## config.mk

```make
export PLATFORM = sky130hd
export DESIGN_NAME = evc_exception_unit
export DESIGN_NICKNAME = d
export VERILOG_FILES = /design/src/evc_pkg.sv /design/src/evc_exception_unit.sv
export VERILOG_INCLUDE_DIRS = /design/src
export SDC_FILE = /design/constraint.sdc
export NUM_CORES = 1
export LEC_CHECK = 0
export BUFFER_PORTS_ARGS = -buffer_cell sky130_fd_sc_hd__buf_2
export CAP_MARGIN = 20
export CORE_ASPECT_RATIO = 0.6
export CORE_MARGIN = 4
export CORE_UTILIZATION = 45
export CTS_CLUSTER_DIAMETER = 200
export DETAILED_ROUTE_END_ITERATION = 7
export HOLD_SLACK_MARGIN = 0.02
export PLACE_DENSITY = 0.79
export SYNTH_ARGS = -nofsm -noshare
export SYNTH_HDL_FRONTEND = slang
export SYNTH_SLANG_ARGS = --single-unit
```

## constraint.sdc

```tcl
create_clock -name clk -period 2.7 [get_ports clk]
set_clock_uncertainty 0.15 [all_clocks]
set_input_delay 0 -clock clk [delete_from_list [all_inputs] [get_ports clk]]
set_output_delay 0 -clock clk [all_outputs]
set_load 0.02 [all_outputs]
```

## src/evc_map.svh

```systemverilog
`ifndef EVC_MAP_SVH
`define EVC_MAP_SVH
// Notes on behaviour
// - hard or soft reset vectors to 0x00100
// - bus error or pin raises machine check 0x00200
// - enable clear means checkstop, not exception
// - any taken exception clears machine check enable
// - bus or cache parity errors raise machine check
// - bus error machine check is imprecise
// - data access vectors 0x00300, records cause bits
// - io interface fault bit set, else cleared
// - translation miss bit set, else cleared
// - protection violation bit set, else cleared
// - io segment special access bit when flag one
// - direction bit set store, cleared load
// - breakpoint bit on address match, mode active
// - segment lookup fail bit set, else cleared
// - external access disabled bit on external op
// - untranslatable fetch vectors 0x00400
// - fetch from io segment raises instruction access
// - key and protection forbid read, instruction access
// - next instruction address saved in save_restore_zero
`define EVC_VEC_RESET   20'h00100
`define EVC_VEC_MCHECK  20'h00200
`define EVC_VEC_DATA    20'h00300
`define EVC_VEC_INSTR   20'h00400
`define EVC_CAUSE_IO    0
`define EVC_CAUSE_MISS  1
`define EVC_CAUSE_PROT  2
`define EVC_CAUSE_SPEC  3
`define EVC_CAUSE_STORE 4
`define EVC_CAUSE_BRK   5
`define EVC_CAUSE_SEG   6
`define EVC_CAUSE_EXTD  7
`define EVC_MACHINE_CHECK_ENABLE      12
`define EVC_MSR_RESET   32'h00000000
`endif

```

## src/evc_pkg.sv

```systemverilog
package evc_pkg;
	typedef enum logic [1:0] {EVC_RUN, EVC_CHECKSTOP} evc_mode_e;
	typedef struct packed {
		logic        valid;
		logic        io_fault;
		logic        xlate_miss;
		logic        prot_viol;
		logic        special_op;
		logic        store;
		logic        brk_match;
		logic        seg_miss;
		logic        ext_op;
		logic        ext_enable;
		logic        seg_io_flag;
		logic [31:0] next_pc;
	} evc_data_fault_s;
	typedef struct packed {
		logic        valid;
		logic        xlate_miss;
		logic        io_segment;
		logic        read_denied;
		logic [31:0] next_pc;
	} evc_fetch_fault_s;
	typedef struct packed {
		evc_mode_e   mode;
		logic [31:0] machine_state_reg;
		logic [7:0]  data_fault_cause_reg;
		logic [31:0] save_restore_zero;
		logic        taken;
		logic [19:0] vector;
	} evc_state_s;
endpackage : evc_pkg

```

## src/evc_exception_unit.sv

```systemverilog
// Added by the designer: the strobed register port and the placing of the registers.
`timescale 1ns/1ps
`include "evc_map.svh"
module evc_exception_unit
	import evc_pkg::*;
(
	input  wire logic             clk,
	input  wire logic             rst,
	input  wire logic             hard_reset,
	input  wire logic             soft_reset,
	input  wire logic             bus_transfer_error_n,
	input  wire logic             machine_check_pin_n,
	input  wire logic             addr_parity_err,
	input  wire logic             data_parity_err,
	input  wire logic             icache_parity_err,
	input  wire logic             dcache_parity_err,
	input  wire logic [31:0]      current_pc,
	input  wire evc_data_fault_s  data_fault,
	input  wire evc_fetch_fault_s fetch_fault,
	input  wire logic             msr_write,
	input  wire logic [31:0]      msr_wdata,
	output logic                  exc_taken,
	output logic [19:0]           exc_vector,
	output logic                  checkstop,
	output logic [31:0]           machine_state_reg,
	output logic [7:0]            data_fault_cause_reg,
	output logic [31:0]           save_restore_zero
);
	// ======================================================
	// state
	evc_state_s q;
	evc_state_s next_q;
	logic       mc_src;
	logic       ifetch_exc;
	logic [7:0] cause;

	// bus error needs no instruction tag: imprecise by design
	assign mc_src = ~bus_transfer_error_n | ~machine_check_pin_n
		| addr_parity_err | data_parity_err | icache_parity_err | dcache_parity_err;
	assign ifetch_exc = fetch_fault.valid & (fetch_fault.xlate_miss
		| fetch_fault.io_segment
		| fetch_fault.read_denied);

	// ======================================================
	// data fault cause bits
	always_comb begin
		cause = 8'h00;
		cause[`EVC_CAUSE_IO]    = data_fault.io_fault;
		cause[`EVC_CAUSE_MISS]  = data_fault.xlate_miss;
		cause[`EVC_CAUSE_PROT]  = data_fault.prot_viol;
		cause[`EVC_CAUSE_SPEC]  = data_fault.seg_io_flag & data_fault.special_op;
		cause[`EVC_CAUSE_STORE] = data_fault.store;
		cause[`EVC_CAUSE_BRK]   = data_fault.brk_match;
		cause[`EVC_CAUSE_SEG]   = data_fault.seg_miss;
		cause[`EVC_CAUSE_EXTD]  = data_fault.ext_op & ~data_fault.ext_enable;
	end

	// ======================================================
	// next state
	always_comb begin
		next_q = q;
		next_q.taken = 1'b0;
		if (msr_write) begin
			next_q.machine_state_reg = msr_wdata;
		end
		unique case (q.mode)
			EVC_RUN: begin
				// fixed priority order
				if (hard_reset | soft_reset) begin
					next_q.taken  = 1'b1;
					next_q.vector = `EVC_VEC_RESET;
				end else if (mc_src) begin
					if (q.machine_state_reg[`EVC_MACHINE_CHECK_ENABLE]) begin
						next_q.taken  = 1'b1;
						next_q.vector = `EVC_VEC_MCHECK;
					end else begin
						next_q.mode = EVC_CHECKSTOP;
					end
				end else if (data_fault.valid) begin
					next_q.taken                = 1'b1;
					next_q.vector               = `EVC_VEC_DATA;
					next_q.data_fault_cause_reg = cause;
				end else if (ifetch_exc) begin
					next_q.taken  = 1'b1;
					next_q.vector = `EVC_VEC_INSTR;
				end
				if (next_q.taken) begin
					next_q.machine_state_reg[`EVC_MACHINE_CHECK_ENABLE] = 1'b0;
					next_q.save_restore_zero = data_fault.valid & ~(hard_reset | soft_reset | mc_src)
						? data_fault.next_pc
						: (ifetch_exc & ~(hard_reset | soft_reset | mc_src) ? fetch_fault.next_pc
						: current_pc);
				end
			end
			EVC_CHECKSTOP: begin
				// only a reset leaves checkstop
				if (hard_reset | soft_reset) begin
					next_q.mode  = EVC_RUN;
					next_q.taken = 1'b1;
					next_q.vector = `EVC_VEC_RESET;
					next_q.machine_state_reg[`EVC_MACHINE_CHECK_ENABLE] = 1'b0;
					next_q.save_restore_zero = current_pc;
				end
			end
			default: next_q.mode = EVC_CHECKSTOP;
		endcase
	end

	always_ff @(posedge clk or posedge rst) begin
		if (rst) begin
			q.mode                 <= EVC_RUN;
			q.machine_state_reg    <= `EVC_MSR_RESET;
			q.data_fault_cause_reg <= 8'h00;
			q.save_restore_zero    <= 32'h00000000;
			q.taken                <= 1'b0;
			q.vector               <= 20'h00000;
		end else begin
			q <= next_q;
		end
	end

	assign exc_taken            = q.taken;
	assign exc_vector           = q.vector;
	assign checkstop            = (q.mode == EVC_CHECKSTOP);
	assign machine_state_reg    = q.machine_state_reg;
	assign data_fault_cause_reg = q.data_fault_cause_reg;
	assign save_restore_zero    = q.save_restore_zero;
endmodule : evc_exception_unit

```

==> impl_metrics.ini, run 1 <==
[placement]
dp_hpwl_mm = 10.2
io_buffers = 230
place.gp.congestion = 0.841
place_ws_ns = 0.775
dpl_cell_area_mm2 = 0.00555

[worst_setup_path]
start_kind = flip-flop
cp_max_fo = 41
cp_cell_sequence = buf_4 -> a21oi_1 -> o21ai_0 -> a211o_1 -> a31oi_1 -> dlygate4sd3_1
worst_path_largest_cell_delay_ns = 0.62
cp_slowest_cell = dfrtp_2
setup.worst_path.end_class = flip-flop
required_ns = 2.82
cp.arrival_ns = 2.64
path_class = flip-flop to flip-flop

[drt]
drc = 0
drtIter0Drc = 355
wl_per_cell_um = 16.9
via_per_inst = 5.31
ant_nets = 0
drt-total-wl_mm = 16.0
firstDrtPassIters = 5
vias = 5033

[synth]
synth-xor-area-share_pct = 0
syn_area_per_cell_um2 = 8.87
ys_types = 32
yosysWarnings = 0
synth-edff-count = 0
syn-instance-count = 494
synth_top_flop_cell = dfrtp_1
syn_area_mm2 = 0.00438
ys_ff_latch = 77
synth_top_family_by_area = compound AO/OA/AOI/OAI gates
ys_async_sr_fraction_pct = 100
synth_fa_ha_area_share_pct = 0
synth_mux_area_share_pct = 10.5
yosysSeqAreaShare_pct = 44.0
yosys.area_share.simple_pct = 15.1
synth-compound-area-share_pct = 20.1

[pwr]
clockPowerShare_pct = 33.8
combPwrFrac_pct = 27.4
swShare_pct = 31.8
power_switching_mw = 1.10
intPower_mw = 2.36
p_per_area_mw_per_mm2 = 497
leakagePower_nw = 3.46
seqPwrFrac_pct = 38.9
ir_worst_vdd_mv = 0.294

[die]
initial_core_util_pct = 47.0
rows = 27
core_area_mm2 = 0.00932
die_area_mm2 = 0.0114
die_w_um = 135
fp.dieH_um = 84.4
io_pins = 248

[global_routing]
grt_overflow = 0
grt.total_usage_pct = 27.9
grt_pass1_wl_mm = 25.6
antenna_found_initial = 0
grt_max_degree = 78
grt_pass1_vias = 5067

[timing]
setup_viol = 0
whs_ns = 0.0523
min_period_ns = 2.52
finalHoldViolCount = 0
rsz0062_at_grt = no
drv_slew = 0
setup_tns_ns = 0
setup_ws_ns = 0.179
tightest_slew_ns = 0.741
slew_headroom_pct = 50.6
fmax_mhz = 397
timing.final.crit_share_pct = 93.4

[layout]
finalInstanceArea_mm2 = 0.00695
n_antenna_cell = 0
final_util_pct = 74.5
layout_commonest_cell = buf_2
most-common-layout-cells = 230 x buf_2, 111 x dlygate4sd3_1, 76 x dfrtp_1
drive_gt1_share_pct = 37.1
fin_nets = 966
syn_to_final_growth_pct = 58.6

[clock_tree]
numCtsBuffers = 9
cts_tree = done
cts_num_sinks = 77
ctsLongestPathBuffers = 2
path_clk_slew_ns = 0.07
insertion_delay_ns = 0.33
hold_buffers = 111
htreeDepth = 3
postCtsSetupBuffers = 0
ctsRootBufferMaster = clkbuf_16
post_cts_resized = 0

[run_status]
outcome = finished, final reports clean

[job]
maxCapViolCount = 0

[hold_path]
hold_path_class = primary input to flip-flop
[critical path, delay by kind of cell (launching register included)]
family | cells | cell delay, ns
AO/OA/AOI/OAI | 4 | 0.73
flip-flops | 1 | 0.62
buffers and inverters | 2 | 0.95
[power by group through the flow]
stage	clock, mW	combinational (mW)	sequential, mW
global placement	0	0.736	1.35
detailed placement	0	0.759	1.36
finish	1.17	0.946	1.34
floorplan	0	0.325	1.49
CTS	1.19	0.930	1.34
global route	1.24	1.02	1.36
[metrics by stage]
stage                     power (mW)  cells
final                           3.45    947
after CTS                       3.46    947
after floorplan                 1.81    510
after global placement          2.09    820
after global routing            3.62    947
after detailed placement        2.12    820
[cells in the mapped netlist, drive strengths merged (2+ instances only)]
library cell,n,area (um^2)
dfrtp,77,1930
nor2,69,262
buf,40,246
mux2,37,439
nand2,36,135
inv,34,128
o21ai,34,170
a21oi,33,165
a31oi,33,206
a211o,32,280
nor4,32,200
clkbuf,21,78.8
mux2i,2,20.0
o31ai,2,28.8
[layout make-up]
| type | instances | area [um^2] |
|---|---|---|
| clock buffers | 9 | 225 |
| clock inverters | 7 | 66.3 |
| fillers | 668 | 2380 |
| inverters | 34 | 129 |
| multi-input cells | 338 | 2080 |
| flip-flops and latches | 77 | 1930 |
| well taps | 130 | 163 |
| repair buffers | 352 | 2360 |
[routing by layer]
metal	wire length (um)	track usage, %
met3	1470	5.93
met4	500	10.7
met2	8040	49.7
met5	0	0
met1	6020	33.0
[cell families after synthesis]
group           Yosys count
other cells               1
compound gates          137
mux                      39
buf+inv                  95
flops                    77
simple gates            145
[final timing paths]
check                                 startpoint                     to  slack [ns]  cells after the start
min                              fetch_fault[35]         exc_vector[10]        0.05                      4
max in group asynchronous                    rst                  q[93]        1.92                      4
min in group asynchronous                    rst  machine_state_reg[25]        0.16                      4
min reg2reg                machine_state_reg[20]  machine_state_reg[20]        0.36                      1
max                                        q[93]  save_restore_zero[18]        0.18                      6
max reg2reg                                q[93]  save_restore_zero[18]        0.18                      6
Power figures use the tool's default switching activity.
==> inputs of run 2 (changes only) <==
--- a/config.mk
+++ b/config.mk
@@ -13,7 +13,7 @@
 export CORE_UTILIZATION = 45
 export CTS_CLUSTER_DIAMETER = 200
 export DETAILED_ROUTE_END_ITERATION = 7
-export HOLD_SLACK_MARGIN = 0.02
+export HOLD_SLACK_MARGIN = 0.1
 export PLACE_DENSITY = 0.79
 export SYNTH_ARGS = -nofsm -noshare
 export SYNTH_HDL_FRONTEND = slang
==> run 2 against run 1 <==
  * Final cell count is 0.11% higher
  * Register-to-register slack barely moved
  * Sequential power is essentially flat
  * Die area stayed put
  * Power about the same
  * Clock power barely moved
  * Critical path type unchanged
  * Highest routed layer unchanged
  * Flip-flop and latch count is the same
  * First-iteration DRC count rose by 16%
  * Core utilization up 0.11 points
  * Critical path depth did not move
  * Via count increased by 0.12%
==> impl_metrics.ini, run 2 (synthesized netlist as in run 1, its figures left out) <==
[drt]
drt-total-wl_mm = 16.1
drtIter0Drc = 411
vias = 5039
ant_nets = 0
firstDrtPassIters = 5
wl_per_cell_um = 17.0
via_per_inst = 5.32
drc = 0

[die]
initial_core_util_pct = 47.0
die_w_um = 135
core_area_mm2 = 0.00932
io_pins = 248
die_area_mm2 = 0.0114
rows = 27
fp.dieH_um = 84.4

[timing]
min_period_ns = 2.52
rsz0062_at_grt = no
finalHoldViolCount = 0
tightest_slew_ns = 0.745
setup_ws_ns = 0.183
slew_headroom_pct = 50.4
drv_slew = 0
whs_ns = 0.131
timing.final.crit_share_pct = 93.2
setup_tns_ns = 0
fmax_mhz = 397
setup_viol = 0

[clock_tree]
postCtsSetupBuffers = 0
path_clk_slew_ns = 0.06
ctsLongestPathBuffers = 2
htreeDepth = 3
cts_num_sinks = 77
insertion_delay_ns = 0.33
ctsRootBufferMaster = clkbuf_16
cts_tree = done
numCtsBuffers = 9

[layout]
syn_to_final_growth_pct = 58.8
layout_commonest_cell = buf_2
finalNonFillerCells = 948
n_antenna_cell = 0
final-seq-area_mm2 = 0.00193
multiInputGateArea_mm2 = 0.00208
most-common-layout-cells = 230 x buf_2, 112 x dlygate4sd3_1, 76 x dfrtp_1
n_fill_cell = 665
drive_gt1_share_pct = 37.0
fin_nets = 967

[pwr]
ir_worst_vdd_mv = 0.294
p_total_mw = 3.46
p_per_area_mw_per_mm2 = 497
leakagePower_nw = 3.46

[worst_setup_path]
start_kind = flip-flop
path_class = flip-flop to flip-flop
cp_max_fo = 41
ff2ff_setup_slack_ns = 0.18
cp.arrival_ns = 2.64
required_ns = 2.82
setup.worst_path.end_class = flip-flop

[placement]
place_ws_ns = 0.775
io_buffers = 230
dp_hpwl_mm = 10.2
place.gp.congestion = 0.841
dp.cells = 820

[global_routing]
grt_max_degree = 78
grt_pass1_wl_mm = 25.6
grt_pass1_vias = 5073
grt_overflow = 0
antenna_found_initial = 0
grt.total_usage_pct = 27.9

[job]
maxCapViolCount = 0

[run_status]
outcome = finished, final reports clean

[hold_path]
hold_path_class = primary input to flip-flop
run 2: final timing paths:
kind                                  startpoint                     to  cells past startpoint
hold reg to reg            machine_state_reg[20]  machine_state_reg[20]                      1
setup / recovery                           q[93]  save_restore_zero[18]                      6
max in group asynchronous                    rst                  q[93]                      4
min in group asynchronous                    rst  machine_state_reg[25]                      4
hold / removal                   fetch_fault[32]         exc_vector[10]                      4
setup reg to reg                           q[93]  save_restore_zero[18]                      6
run 2: cell type report:
type	instances	area share [%]
clock buffers	9	3.24
flip-flops and latches	77	27.7
well taps	130	2.34
inverters	34	1.85
repair buffers	353	34.0
multi-input cells	338	29.9
clock inverters	7	0.953
run 2: repair_timing:
item / in CTS / in global routing
resized for setup: 0 / 0
endpoints found under the setup margin: 0 / 0
hold endpoints to repair: 153 / 0
hold buffers: 112 / 0
run 2: critical path, cell delays in order, from the launching register on:
cell	delay, ns
dfrtp_2	0.62
buf_4	0.37
a21oi_1	0.16
o21ai_0	0.11
a211o_1	0.25
a31oi_1	0.21
dlygate4sd3_1	0.58
run 2: where the power goes:
part | switching, mW | internal [mW] | total (mW)
logic | 0.497 | 0.450 | 0.947
clock network | 0.525 | 0.642 | 1.17
registers | 0.0751 | 1.27 | 1.34
run 2: metrics by stage:
stage / util, % / cell area [um^2]
finish: 74.6 / 6960
global route: 74.6 / 6960
CTS: 74.6 / 6960
detailed placement: 59.5 / 5550
global placement: 59.5 / 5550
floorplan: - / 4440
run 2: layer usage:
metal	vias to the layer above	GRT usage (%)	part of all wire (%)
met5	-	0	0
met1	2362	33.0	37
li1	2349	-	-
met4	0	10.7	3.1
met2	287	49.8	50
met3	41	5.93	9.3
